File: config.mk
export PLATFORM = sky130hd
export DESIGN_NAME = awd_top
export DESIGN_NICKNAME = d
export VERILOG_FILES = /design/src/design/awd_pkg.sv /design/src/design/awd_sync.sv /design/src/design/awd_top.sv
export SDC_FILE = /design/constraint.sdc
export NUM_CORES = 1
export LEC_CHECK = 0
export ABC_CLOCK_PERIOD_IN_PS = 6400
export BUFFER_PORTS_ARGS = -buffer_cell sky130_fd_sc_hd__buf_2
export CELL_PAD_IN_SITES_DETAIL_PLACEMENT = 0
export CELL_PAD_IN_SITES_GLOBAL_PLACEMENT = 1
export CORE_MARGIN = 5
export CORE_UTILIZATION = 43
export CTS_CLUSTER_SIZE = 12
export DETAILED_ROUTE_END_ITERATION = 10
export PLACE_DENSITY_LB_ADDON = 0.2
export SYNTH_ARGS = -nofsm -noshare
export SYNTH_HDL_FRONTEND = slang
export SYNTH_SLANG_ARGS = --single-unit
File: constraint.sdc
create_clock -name CLK -period 6.4 [get_ports CLK]
set_input_delay 1.28 -clock CLK [delete_from_list [all_inputs] [get_ports CLK]]
set_output_delay 1.28 -clock CLK [all_outputs]
set_load 0.03 [all_outputs]
File: src/design/awd_pkg.sv
package awd_pkg;
  localparam int CLK_HZ = 20_000_000;
  localparam int FT_HZ = 512;
  localparam int WD_BASE_HZ = 16;
  localparam int RST_PULSE_MIN_MS = 40;
  localparam int RST_PULSE_MAX_MS = 200;
  localparam int RST_PULSE_MS = 100;
  localparam int FT_HALF_CYC = CLK_HZ / (2 * FT_HZ);
  localparam int WD_BASE_CYC = CLK_HZ / WD_BASE_HZ;
  localparam int RST_PULSE_CYC = (CLK_HZ / 1000) * RST_PULSE_MS;

  localparam logic [12:0] OFS_FLAGS = 13'h1FF0;
  localparam logic [12:0] OFS_ALM_SEC = 13'h1FF2;
  localparam logic [12:0] OFS_ALM_MIN = 13'h1FF3;
  localparam logic [12:0] OFS_ALM_HOUR = 13'h1FF4;
  localparam logic [12:0] OFS_ALM_DATE = 13'h1FF5;
  localparam logic [12:0] OFS_ENABLES = 13'h1FF6;
  localparam logic [12:0] OFS_TIMEOUT = 13'h1FF7;
  localparam logic [12:0] OFS_DAY = 13'h1FFC;

  localparam int FLG_TIMEOUT = 7;
  localparam int FLG_ALARM = 6;
  localparam int EN_IRQ = 7;
  localparam int EN_BACKUP = 5;
  localparam int WD_STEER = 7;
  localparam int WD_MUL_HI = 6;
  localparam int WD_MUL_LO = 2;
  localparam int WD_RES_HI = 1;
  localparam int DAY_FT = 6;
  localparam int ALM_MASK = 7;

  localparam logic [7:0] RST_ENABLES = 8'h00;
  localparam logic [7:0] RST_TIMEOUT = 8'h00;
  localparam logic [7:0] RST_ALARM = 8'h00;

  typedef struct packed {
    logic ce_n;
    logic oe_n;
    logic we_n;
    logic [12:0] addr;
    logic [7:0] dq;
  } awd_bus_t;

  typedef struct packed {
    logic [7:0] date;
    logic [7:0] hour;
    logic [7:0] min;
    logic [7:0] sec;
  } awd_time_t;
endpackage

File: src/design/awd_sync.sv
`timescale 1ns/1ps
module awd_sync #(
  parameter int W = 1
) (
  input wire logic clk,
  input wire logic rst_n,
  input wire logic [W-1:0] d,
  output logic [W-1:0] q
);
  logic [W-1:0] meta_r;

  always_ff @(posedge clk or negedge rst_n) begin
    if (!rst_n) begin
      meta_r <= '1;
      q <= '1;
    end else begin
      meta_r <= d;
      q <= meta_r;
    end
  end
endmodule

File: src/design/awd_top.sv
`timescale 1ns/1ps
module awd_top #(
  parameter int FT_HALF_CYC = awd_pkg::FT_HALF_CYC,
  parameter int WD_BASE_CYC = awd_pkg::WD_BASE_CYC,
  parameter int RST_PULSE_CYC = awd_pkg::RST_PULSE_CYC
) (
  input wire logic CLK,
  input wire logic RESET_N,
  input wire logic CE_N,
  input wire logic OE_N,
  input wire logic WE_N,
  input wire logic [12:0] ADDR,
  input wire logic [7:0] DQ_IN,
  output logic [7:0] DQ_OUT,
  output logic DQ_OE_N,
  input wire awd_pkg::awd_time_t TIME_NOW,
  input wire logic SEC_TICK,
  input wire logic OSC_RUN,
  input wire logic ON_BATTERY,
  input wire logic POWER_UP,
  output logic IRQ_OR_TEST_OUT_N_OUT,
  output logic IRQ_OR_TEST_OUT_N_OE_N,
  output logic RST_OUT,
  output logic RST_OE_N,
  output logic FREQ_TEST_SELECT
);
  localparam int FTW = $clog2(FT_HALF_CYC + 1);
  localparam int BW = $clog2(WD_BASE_CYC + 1);
  localparam int RW = $clog2(RST_PULSE_CYC + 1);

  if (FT_HALF_CYC < 1 || WD_BASE_CYC < 1 || RST_PULSE_CYC < 1) begin : g_chk
    $error("timing counts must be at least one cycle");
  end

  // reset release
  logic rst_meta_r;
  logic rst_n;

  always_ff @(posedge CLK or negedge RESET_N) begin
    if (!RESET_N) begin
      rst_meta_r <= 1'b0;
      rst_n <= 1'b0;
    end else begin
      rst_meta_r <= 1'b1;
      rst_n <= rst_meta_r;
    end
  end

  // bus pins pass two flops
  awd_pkg::awd_bus_t bus_pin;
  awd_pkg::awd_bus_t bus_s;

  assign bus_pin = '{ce_n: CE_N, oe_n: OE_N, we_n: WE_N, addr: ADDR, dq: DQ_IN};

  awd_sync #(.W($bits(awd_pkg::awd_bus_t))) u_bus_sync (
    .clk(CLK),
    .rst_n(rst_n),
    .d(bus_pin),
    .q(bus_s)
  );

  logic active;
  logic active_r;
  logic acc_start;
  logic acc_end;
  logic acc_wr_r;
  logic [12:0] acc_addr_r;
  logic [7:0] acc_dq_r;

  assign active = !bus_s.ce_n && (!bus_s.oe_n || !bus_s.we_n);
  assign acc_start = active && !active_r;
  assign acc_end = !active && active_r;

  always_ff @(posedge CLK or negedge rst_n) begin
    if (!rst_n) begin
      active_r <= 1'b0;
      acc_wr_r <= 1'b0;
      acc_addr_r <= 13'h0000;
      acc_dq_r <= 8'h00;
    end else begin
      active_r <= active;
      if (active) begin
        acc_wr_r <= !bus_s.we_n;
        acc_addr_r <= bus_s.addr;
        acc_dq_r <= bus_s.dq;
      end
    end
  end

  logic wr_commit;
  logic flags_start;
  logic flags_end;
  logic wd_touch;

  assign wr_commit = acc_end && acc_wr_r;
  assign flags_start = acc_start && bus_s.addr == awd_pkg::OFS_FLAGS;
  assign flags_end = acc_end && acc_addr_r == awd_pkg::OFS_FLAGS;
  assign wd_touch = acc_end && acc_addr_r == awd_pkg::OFS_TIMEOUT;

  // registers
  logic [7:0] alm_r [4];
  logic [7:0] enables_r;
  logic [7:0] timeout_r;
  logic ft_r;
  logic af_r;
  logic wf_r;
  logic alarm_irq_r;
  logic wd_irq_r;
  logic rst_busy_r;
  logic rst_done;
  logic expire;
  logic alarm_hit;
  logic alarm_fire;

  always_ff @(posedge CLK or negedge rst_n) begin
    if (!rst_n) begin
      for (int i = 0; i < 4; i++) begin
        alm_r[i] <= awd_pkg::RST_ALARM;
      end
    end else if (wr_commit && acc_addr_r >= awd_pkg::OFS_ALM_SEC && acc_addr_r <= awd_pkg::OFS_ALM_DATE) begin
      alm_r[2'(acc_addr_r - awd_pkg::OFS_ALM_SEC)] <= acc_dq_r;
    end
  end

  always_ff @(posedge CLK or negedge rst_n) begin
    if (!rst_n) begin
      enables_r <= awd_pkg::RST_ENABLES;
    end else if (POWER_UP) begin
      enables_r[awd_pkg::EN_IRQ] <= 1'b0;
      enables_r[awd_pkg::EN_BACKUP] <= 1'b0;
    end else if (wr_commit && acc_addr_r == awd_pkg::OFS_ENABLES) begin
      enables_r <= acc_dq_r;
    end
  end

  always_ff @(posedge CLK or negedge rst_n) begin
    if (!rst_n) begin
      timeout_r <= awd_pkg::RST_TIMEOUT;
    end else if (wr_commit && acc_addr_r == awd_pkg::OFS_TIMEOUT) begin
      timeout_r <= acc_dq_r;
    end else if (rst_done) begin
      timeout_r <= 8'h00;
    end
  end

  always_ff @(posedge CLK or negedge rst_n) begin
    if (!rst_n) begin
      ft_r <= 1'b0;
    end else if (wr_commit && acc_addr_r == awd_pkg::OFS_DAY) begin
      ft_r <= acc_dq_r[awd_pkg::DAY_FT];
    end else if (rst_done) begin
      ft_r <= 1'b0;
    end
  end

  assign FREQ_TEST_SELECT = ft_r;

  // alarm matcher
  logic ae;
  logic abe;
  logic [3:0] mask;

  assign ae = enables_r[awd_pkg::EN_IRQ];
  assign abe = enables_r[awd_pkg::EN_BACKUP];
  assign mask = {alm_r[3][awd_pkg::ALM_MASK], alm_r[2][awd_pkg::ALM_MASK],
                 alm_r[1][awd_pkg::ALM_MASK], alm_r[0][awd_pkg::ALM_MASK]};

  always_comb begin
    logic s_eq;
    logic m_eq;
    logic h_eq;
    logic d_eq;
    s_eq = alm_r[0][6:0] == TIME_NOW.sec[6:0];
    m_eq = alm_r[1][6:0] == TIME_NOW.min[6:0];
    h_eq = alm_r[2][5:0] == TIME_NOW.hour[5:0];
    d_eq = alm_r[3][5:0] == TIME_NOW.date[5:0];
    case (mask)
      4'hF: alarm_hit = 1'b1;
      4'hE: alarm_hit = s_eq;
      4'hC: alarm_hit = s_eq && m_eq;
      4'h8: alarm_hit = s_eq && m_eq && h_eq;
      4'h0: alarm_hit = s_eq && m_eq && h_eq && d_eq;
      default: alarm_hit = 1'b1;
    endcase
  end

  assign alarm_fire = SEC_TICK && alarm_hit;

  always_ff @(posedge CLK or negedge rst_n) begin
    if (!rst_n) begin
      af_r <= 1'b0;
    end else if (alarm_fire) begin
      af_r <= 1'b1;
    end else if (flags_end) begin
      af_r <= 1'b0;
    end
  end

  always_ff @(posedge CLK or negedge rst_n) begin
    if (!rst_n) begin
      alarm_irq_r <= 1'b0;
    end else if (alarm_fire && ae && (!ON_BATTERY || abe)) begin
      alarm_irq_r <= 1'b1;
    end else if (flags_start) begin
      alarm_irq_r <= 1'b0;
    end
  end

  // watchdog
  logic [BW-1:0] base_cnt_r;
  logic base_tick;
  logic [10:0] wd_cnt_r;
  logic [10:0] period;
  logic wd_steer;

  assign wd_steer = timeout_r[awd_pkg::WD_STEER];
  assign period = 11'({6'h00, timeout_r[awd_pkg::WD_MUL_HI:awd_pkg::WD_MUL_LO]})
                  << {timeout_r[awd_pkg::WD_RES_HI:0], 1'b0};
  assign base_tick = base_cnt_r == BW'(WD_BASE_CYC - 1);
  assign expire = base_tick && timeout_r != 8'h00 && period != 11'h000
                  && wd_cnt_r + 11'h001 >= period && !wd_touch;

  always_ff @(posedge CLK or negedge rst_n) begin
    if (!rst_n) begin
      base_cnt_r <= '0;
    end else if (wd_touch || base_tick) begin
      base_cnt_r <= '0;
    end else begin
      base_cnt_r <= base_cnt_r + BW'(1);
    end
  end

  always_ff @(posedge CLK or negedge rst_n) begin
    if (!rst_n) begin
      wd_cnt_r <= 11'h000;
    end else if (wd_touch || expire) begin
      wd_cnt_r <= 11'h000;
    end else if (base_tick) begin
      wd_cnt_r <= wd_cnt_r + 11'h001;
    end
  end

  always_ff @(posedge CLK or negedge rst_n) begin
    if (!rst_n) begin
      wf_r <= 1'b0;
    end else if (expire) begin
      wf_r <= 1'b1;
    end else if (flags_end) begin
      wf_r <= 1'b0;
    end
  end

  always_ff @(posedge CLK or negedge rst_n) begin
    if (!rst_n) begin
      wd_irq_r <= 1'b0;
    end else if (expire && !wd_steer) begin
      wd_irq_r <= 1'b1;
    end else if (flags_start || (acc_start && bus_s.addr == awd_pkg::OFS_TIMEOUT)) begin
      wd_irq_r <= 1'b0;
    end
  end

  // reset pulse
  logic [RW-1:0] rst_cnt_r;

  assign rst_done = rst_busy_r && rst_cnt_r == RW'(RST_PULSE_CYC - 1);

  always_ff @(posedge CLK or negedge rst_n) begin
    if (!rst_n) begin
      rst_busy_r <= 1'b0;
      rst_cnt_r <= '0;
    end else if (expire && wd_steer && !rst_busy_r) begin
      rst_busy_r <= 1'b1;
      rst_cnt_r <= '0;
    end else if (rst_done) begin
      rst_busy_r <= 1'b0;
      rst_cnt_r <= '0;
    end else if (rst_busy_r) begin
      rst_cnt_r <= rst_cnt_r + RW'(1);
    end
  end

  assign RST_OUT = 1'b0;
  assign RST_OE_N = !rst_busy_r;

  // frequency test toggle
  logic [FTW-1:0] ft_cnt_r;
  logic ft_phase_r;
  logic ft_cond;
  logic irq_low;
  logic drive_low_r;

  assign ft_cond = OSC_RUN && ft_r && !ae && (wd_steer || timeout_r == 8'h00);
  assign irq_low = alarm_irq_r || (wd_irq_r && !wd_steer);

  always_ff @(posedge CLK or negedge rst_n) begin
    if (!rst_n) begin
      ft_cnt_r <= '0;
      ft_phase_r <= 1'b0;
    end else if (!OSC_RUN) begin
      ft_cnt_r <= '0;
    end else if (ft_cnt_r == FTW'(FT_HALF_CYC - 1)) begin
      ft_cnt_r <= '0;
      ft_phase_r <= !ft_phase_r;
    end else begin
      ft_cnt_r <= ft_cnt_r + FTW'(1);
    end
  end

  always_ff @(posedge CLK or negedge rst_n) begin
    if (!rst_n) begin
      drive_low_r <= 1'b0;
    end else begin
      drive_low_r <= irq_low || (ft_cond && ft_phase_r);
    end
  end

  assign IRQ_OR_TEST_OUT_N_OUT = 1'b0;
  assign IRQ_OR_TEST_OUT_N_OE_N = !drive_low_r;

  // read path
  logic [7:0] rd_data;
  logic rd_hit;

  always_comb begin
    rd_hit = 1'b1;
    rd_data = 8'h00;
    case (bus_s.addr)
      awd_pkg::OFS_FLAGS: begin
        rd_data[awd_pkg::FLG_TIMEOUT] = wf_r;
        rd_data[awd_pkg::FLG_ALARM] = af_r;
      end
      awd_pkg::OFS_ALM_SEC: rd_data = alm_r[0];
      awd_pkg::OFS_ALM_MIN: rd_data = alm_r[1];
      awd_pkg::OFS_ALM_HOUR: rd_data = alm_r[2];
      awd_pkg::OFS_ALM_DATE: rd_data = alm_r[3];
      awd_pkg::OFS_ENABLES: rd_data = enables_r;
      awd_pkg::OFS_TIMEOUT: rd_data = timeout_r;
      default: rd_hit = 1'b0;
    endcase
  end

  logic dq_drive_r;

  always_ff @(posedge CLK or negedge rst_n) begin
    if (!rst_n) begin
      DQ_OUT <= 8'h00;
      dq_drive_r <= 1'b0;
    end else begin
      DQ_OUT <= rd_data;
      dq_drive_r <= !bus_s.ce_n && !bus_s.oe_n && bus_s.we_n && rd_hit;
    end
  end

  assign DQ_OE_N = !dq_drive_r;
endmodule

==> flow_summary.ini, run 1 <==
[clocking]
cts_made_buffers = 23
htreeDepth = 1
postCtsSetupBuffers = 0
cts.clk_slew.worst_paths_ps = 60
ctsRootBufferMaster = clkbuf_16
clk-insertion-delay-late_ps = 510
cts_sinks = 206
cts_resized = 0
cts_tree = built
ctsHoldBuffers = 0
clock_path_buffers = 3

[worst_hold_path]
worst_hold_path_type = reg -> reg
hold_depth = 0
hold_end = u_bus_sync.q[13]$_DFF_PN1_
min_from = u_bus_sync.meta_r[13]$_DFF_PN1_

[setup_path]
crit_type = reg -> reg
reg2reg_depth = 10
path_max_fanout = 16
worst-r2r-setup-slack_ps = 2980
timing.rr.end = rst_cnt_r[15]$_DFFE_PN0P_
endpoint_kind = register
critPathLaunchType = register
worstPathRequired_ps = 6750
crit_arrival_ps = 3770
timing.rr.start = wd_cnt_r[0]$_DFFE_PN0P_

[placed_design]
place_inst = 1199
hpwlAfterDp_um = 14500
postPlaceCellArea_um2 = 10200
portBuffers = 67
dpl_worst_slack_ps = 2920
place_congestion = 0.766

[synthesis]
synthFlopType = dfrtp_1
ys_ff_latch = 206
synth_edf_count = 0
synth_area_um2 = 9640
netlist-cell-type-count = 72
ys_seq_area_frac = 0.541
synthArstFlopShare = 1.00
avgSynthCellArea_um2 = 11.0
ys_warn_count = 0
postSynthCellCount = 877

[drt]
drtIter0Drc = 312
ant_nets = 0
vias_per_cell = 5.38
vias = 6673
drtPass1Iterations = 6
wl_um = 20700
wl_per_cell_um = 16.7
drc = 0

[sta]
period_needed_ps = 3430
slew_viol_final = 0
clock.fmax_mhz = 292
final.setup.tns_ps = 0
slew_headroom = 0.371
finalClockSkew_ps = 8.99
setup_viol = 0
worst_pin_slew_ps = 942
fin_ws_ps = 2980
rsz0062_at_grt = false
hold_violations = 0
finalCritPeriodShare = 0.535

[job]
maxCapViolations = 0

[pwr]
power_uw = 2800
vdd_ir_drop_max_mv = 0.243
leakagePower_uw = 0.00487
p_per_area_nw_per_um2 = 256

[cells_and_area]
nets = 1022
syn2layout_area_growth_pct = 13.6
drive_above_1_share = 0.256
postLayoutCellArea_um2 = 10900
instances_no_fill = 1241
num_antenna_cells = 0
num-fill-cells = 1981

[floorplanning]
die_w_um = 160
initial_core_util = 0.439
core_region_area_um2 = 22000
ios = 76
die_h_um = 160
rows = 54
dieArea_um2 = 25500

[run_status]
status = finished clean

[global_route]
grt_pass1_wl_um = 35100
grt_max_degree = 69
grt_util_all_layers = 0.164
grt_pass1_vias = 6635
grt_overflow = 0
antenna_found_initial = 0
-- critical path: stages, from the launching register on --
cell and delay, ps:
dfrtp_1 430, ha_1 260, and3_1 200, and3_1 210, nor2b_1 140, or2_2 280
ha_1 270, o2111ai_1 100, o21a_1 350, nor3_4 800, o311ai_0 210
-- area by class of cell --
type / instances / area (µm²) / area share
clock buffer: 35 / 661 / 0.0603
clock inverter: 7 / 67.6 / 0.00617
timing repair buffer: 75 / 395 / 0.0361
sequential: 206 / 5220 / 0.477
multi-input combinational: 617 / 4180 / 0.382
tap: 280 / 350 / 0.0320
inverter: 21 / 78.8 / 0.00720
-- placed cells by master, fill, tap and decap left out, types with 21 or more instances in the layout --
master     synthesis  layout
xor2_1            27      27
nand3_1           45      45
clkbuf_16          0      23
nand2_1           86      86
xnor2_1           38      38
nor2_1            85      85
mux2_2            61      61
dfrtp_1          158     157
buf_2              5      67
dfstp_2           48      48
inv_1             21      21
-- per-stage QoR --
step | hold slack [ps] | util
finish | 351 | 0.499
floorplan | 331 | -
CTS | 355 | 0.499
global route | 357 | 0.499
detailed placement | 339 | 0.465
global placement | 338 | 0.465
-- cells by family (layout without fill, tap and decap cells) --
group           Yosys count  in the layout  synth area share
flops                   206            206             0.541
fa+ha+maj                16             16            0.0208
simple gates            348            348             0.181
buf+inv                  55            138            0.0263
xor+xnor                 65             65            0.0591
mux                      72             72            0.0857
other cells               2              3          0.000779
compound gates          113            113            0.0853
-- power by group --
part	total (µW)	internal, µW	switching (µW)
Clock	1260	752	512
Combinational	110	52.0	57.6
Sequential	1430	1360	61.6
-- layer usage --
layer | vias to the layer above | GRT usage | share of wire
met5 | - | 0 | 0
met4 | 0 | 0.0375 | 0.019
met3 | 32 | 0.0284 | 0.041
met2 | 87 | 0.258 | 0.45
met1 | 3297 | 0.240 | 0.49
li1 | 3257 | - | -
-- synth_stat cells (4+ instances only) --
library cell,n,share of area
a21oi_1,16,0.0083
a221o_1,6,0.0062
a22o_1,5,0.0045
a22oi_1,7,0.0055
a31oi_1,6,0.0039
and2_1,7,0.0045
and3_1,19,0.012
buf_1,4,0.0016
buf_2,5,0.0026
clkbuf_1,19,0.0074
dfrtp_1,158,0.41
dfstp_2,48,0.13
ha_1,16,0.021
inv_1,21,0.0082
mux2_2,61,0.071
mux2i_1,9,0.0093
nand2_1,86,0.033
nand2b_1,4,0.0026
nand3_1,45,0.023
nand4_1,20,0.013
nand4b_1,4,0.0036
nor2_1,85,0.033
nor2b_1,17,0.011
nor3_1,14,0.0073
nor4_1,13,0.0084
nor4b_1,4,0.0036
o211ai_1,6,0.0047
o21a_1,5,0.0039
o21ai_0,20,0.010
o21ai_2,10,0.0091
o221ai_1,5,0.0045
or2_2,7,0.0045
or3_1,8,0.0052
xnor2_1,38,0.035
xor2_1,27,0.025
-- worst max path at each step --
stage | start | endpoint | slack (ps) | cells after the start
after floorplan | rst_n$_DFF_PN0_ | DQ_OUT[0]$_DFF_PN0_ | 320 | 0
after global placement | wd_cnt_r[0]$_DFFE_PN0P_ | rst_cnt_r[16]$_DFFE_PN0P_ | 2950 | 11
final | wd_cnt_r[0]$_DFFE_PN0P_ | rst_cnt_r[15]$_DFFE_PN0P_ | 2980 | 10
after global routing | timeout_r[0]$_DFFE_PN0P_ | rst_cnt_r[15]$_DFFE_PN0P_ | 2570 | 9
after CTS | wd_cnt_r[0]$_DFFE_PN0P_ | rst_cnt_r[15]$_DFFE_PN0P_ | 2920 | 10
after detailed placement | wd_cnt_r[0]$_DFFE_PN0P_ | rst_cnt_r[16]$_DFFE_PN0P_ | 2920 | 10
-- state kept, by name (all words and copies together) (netlist names), 11 cells and up --
register,cells
acc_addr_r,13
wd_cnt_r,11
ft_cnt_r,15
base_cnt_r,21
rst_cnt_r,21
alm_r,32
u_bus_sync.meta_r,24
u_bus_sync.q,24
(Power assumes the default switching activity.)
==> run 2: changes to the inputs <==
--- a/config.mk
+++ b/config.mk
@@ -5,7 +5,7 @@
 export SDC_FILE = /design/constraint.sdc
 export NUM_CORES = 1
 export LEC_CHECK = 0
-export ABC_CLOCK_PERIOD_IN_PS = 6400
+export ABC_CLOCK_PERIOD_IN_PS = 2850
 export BUFFER_PORTS_ARGS = -buffer_cell sky130_fd_sc_hd__buf_2
 export CELL_PAD_IN_SITES_DETAIL_PLACEMENT = 0
 export CELL_PAD_IN_SITES_GLOBAL_PLACEMENT = 1
==> constraint.sdc (replaced) <==
create_clock -name CLK -period 2.85 [get_ports CLK]
set_input_delay 0.57 -clock CLK [delete_from_list [all_inputs] [get_ports CLK]]
set_output_delay 0.57 -clock CLK [all_outputs]
set_load 0.03 [all_outputs]
==> run 2 against run 1 <==
Compared with the run above: sequential power rose by 120%; die area unchanged; final cell count increased by 4.5%; register-to-register slack lost 2900 ps; worst hold slack worse by 200 ps; largest cell class unchanged; critical path depth is 2 higher; worst setup slack got worse by 2900 ps; clock skew is 3.2 ps higher.
==> flow_summary.ini, run 2 (synthesized netlist as in run 1, its figures left out) <==
[setup_path]
critical_path.top_delay_family = simple AND/OR/NAND/NOR gates
critPathSlowestCell = dfrtp_1
crit_start = wd_cnt_r[2]$_DFFE_PN0P_
endpoint = wd_cnt_r[0]$_DFFE_PN0P_
crit_top_cell = and3_4
timing.rr.start = wd_cnt_r[2]$_DFFE_PN0P_
path_buf_inv = 1
cp_cell_sequence = and3_4, and3_4, nor2b_1, or2_2, ha_4, nand4_1, nor2_1, a2111oi_2, o21a_1, buf_6, o21a_4, mux2_2
reg2reg_depth = 12
critPathLaunchType = register
crit_cells = 12
critical_path.max_stage_delay_ps = 370
crit_arrival_ps = 3140
path_max_fanout = 7
crit_type = reg -> reg
endpoint_kind = register
worst-r2r-setup-slack_ps = 110
worstPathRequired_ps = 3250
timing.rr.end = wd_cnt_r[0]$_DFFE_PN0P_

[cells_and_area]
final_common_cell = dfrtp_1
instances_no_fill = 1297
mostFrequentLayoutCells = dfrtp_1, nand2_1, nor2_1
syn2layout_area_growth_pct = 20.0
top_regs = alm_r (32), u_bus_sync.meta_r (24), u_bus_sync.q (24)
largest_reg_flops = 32
drive_above_1_share = 0.314
num_antenna_cells = 0
largest-register = alm_r
fin_util = 0.527
nets = 1079

[floorplanning]
initial_core_util = 0.439
core_region_area_um2 = 22000
rows = 54
dieArea_um2 = 25500
die_w_um = 160
ios = 76
die_h_um = 160

[drt]
drtPass1Iterations = 5
wl_um = 21700
vias_per_cell = 5.30
ant_nets = 0
wl_per_cell_um = 16.7
drtIter0Drc = 396
drc = 0
vias = 6870

[sta]
final.setup.tns_ps = 0
setup_viol = 0
finalCritPeriodShare = 0.961
holdWs_ps = 150
slew_headroom = 0.289
finalClockSkew_ps = 12.2
hold_violations = 0
worst_pin_slew_ps = 1050
clock.fmax_mhz = 365
period_needed_ps = 2740
slew_viol_final = 0

[clocking]
ctsRootBufferMaster = clkbuf_16
clock_path_buffers = 3
cts.clk_slew.worst_paths_ps = 60
cts_sinks = 206
clk-insertion-delay-late_ps = 520
cts_made_buffers = 23
htreeDepth = 1
cts_tree = built

[global_route]
antenna_found_initial = 0
met3_usage = 0.0278
busiest_layer = met2
grt_util_all_layers = 0.171
grt_pass1_wl_um = 36400
met1_usage = 0.246
grt_overflow = 0
grt_pass1_vias = 7020
met2_usage = 0.273
grt_max_degree = 89

[pwr]
leakagePower_uw = 0.00521
power_frac_seq = 0.502
internal_power_uw = 4890
p_comb_frac = 0.045
power_uw = 6350
clkPwrFrac = 0.453
switchingPower_uw = 1450
power.share.switching = 0.229
p_per_area_nw_per_um2 = 549
vdd_ir_drop_max_mv = 0.410

[placed_design]
place_inst = 1249
place_congestion = 0.775
hpwlAfterDp_um = 15000
portBuffers = 67

[worst_hold_path]
worst_hold_path_type = in -> reg
min_from = DQ_IN[4]

[run_status]
status = finished clean

[job]
maxCapViolations = 0
## run 2: layout make-up
class                           instances  area [µm²]
Clock inverter                          5        67.6
Multi-Input combinational cell        617        4290
Inverter                               21        78.8
Sequential cell                       206        5220
Clock buffer                           36         664
Timing Repair Buffer                  132         892
Tap cell                              280         350
Fill cell                            1967       10400
## run 2: routing by layer
metal,vias up,share of wire
met4,0,0.015
li1,3363,-
met3,26,0.042
met2,122,0.46
met1,3359,0.48
met5,-,0
## run 2: what timing repair did
item,in CTS,in global routing
pin swaps,2,5
endpoints found under the setup margin,24,35
resized for setup,5,20
endpoints found under the hold margin,2,0
hold buffers,1,0
buffers inserted,3,3
## run 2: how the worst min path moves through the flow
stage | end | cells past startpoint
6_report | u_bus_sync.meta_r[4]$_DFF_PN1_ | 1
5_1_grt | u_bus_sync.meta_r[4]$_DFF_PN1_ | 1
4_1_cts | u_bus_sync.meta_r[12]$_DFF_PN1_ | 1
3_5_place_dp | ft_cnt_r[10]$_DFF_PN0_ | 0
3_3_place_gp | ft_cnt_r[13]$_DFF_PN0_ | 0
2_1_floorplan | rst_meta_r$_DFF_PN0_ | 0
## run 2: power groups by stage
| stage | sequential [µW] | combinational (µW) | clock [µW] |
|---|---|---|---|
| after floorplan | 3210 | 158 | 0 |
| after global placement | 3240 | 283 | 0 |
| after detailed placement | 3240 | 288 | 0 |
| after CTS | 3190 | 292 | 2960 |
| after global routing | 3200 | 322 | 3090 |
| final | 3190 | 285 | 2880 |
## run 2: metrics by stage
| step | cell area, µm² | setup WS (ps) |
|---|---|---|
| after floorplan | 9650 | 80.3 |
| after global placement | 10600 | -314 |
| after detailed placement | 10600 | -347 |
| after CTS | 11400 | 12.3 |
| after global routing | 11600 | -11.9 |
| final | 11600 | 110 |
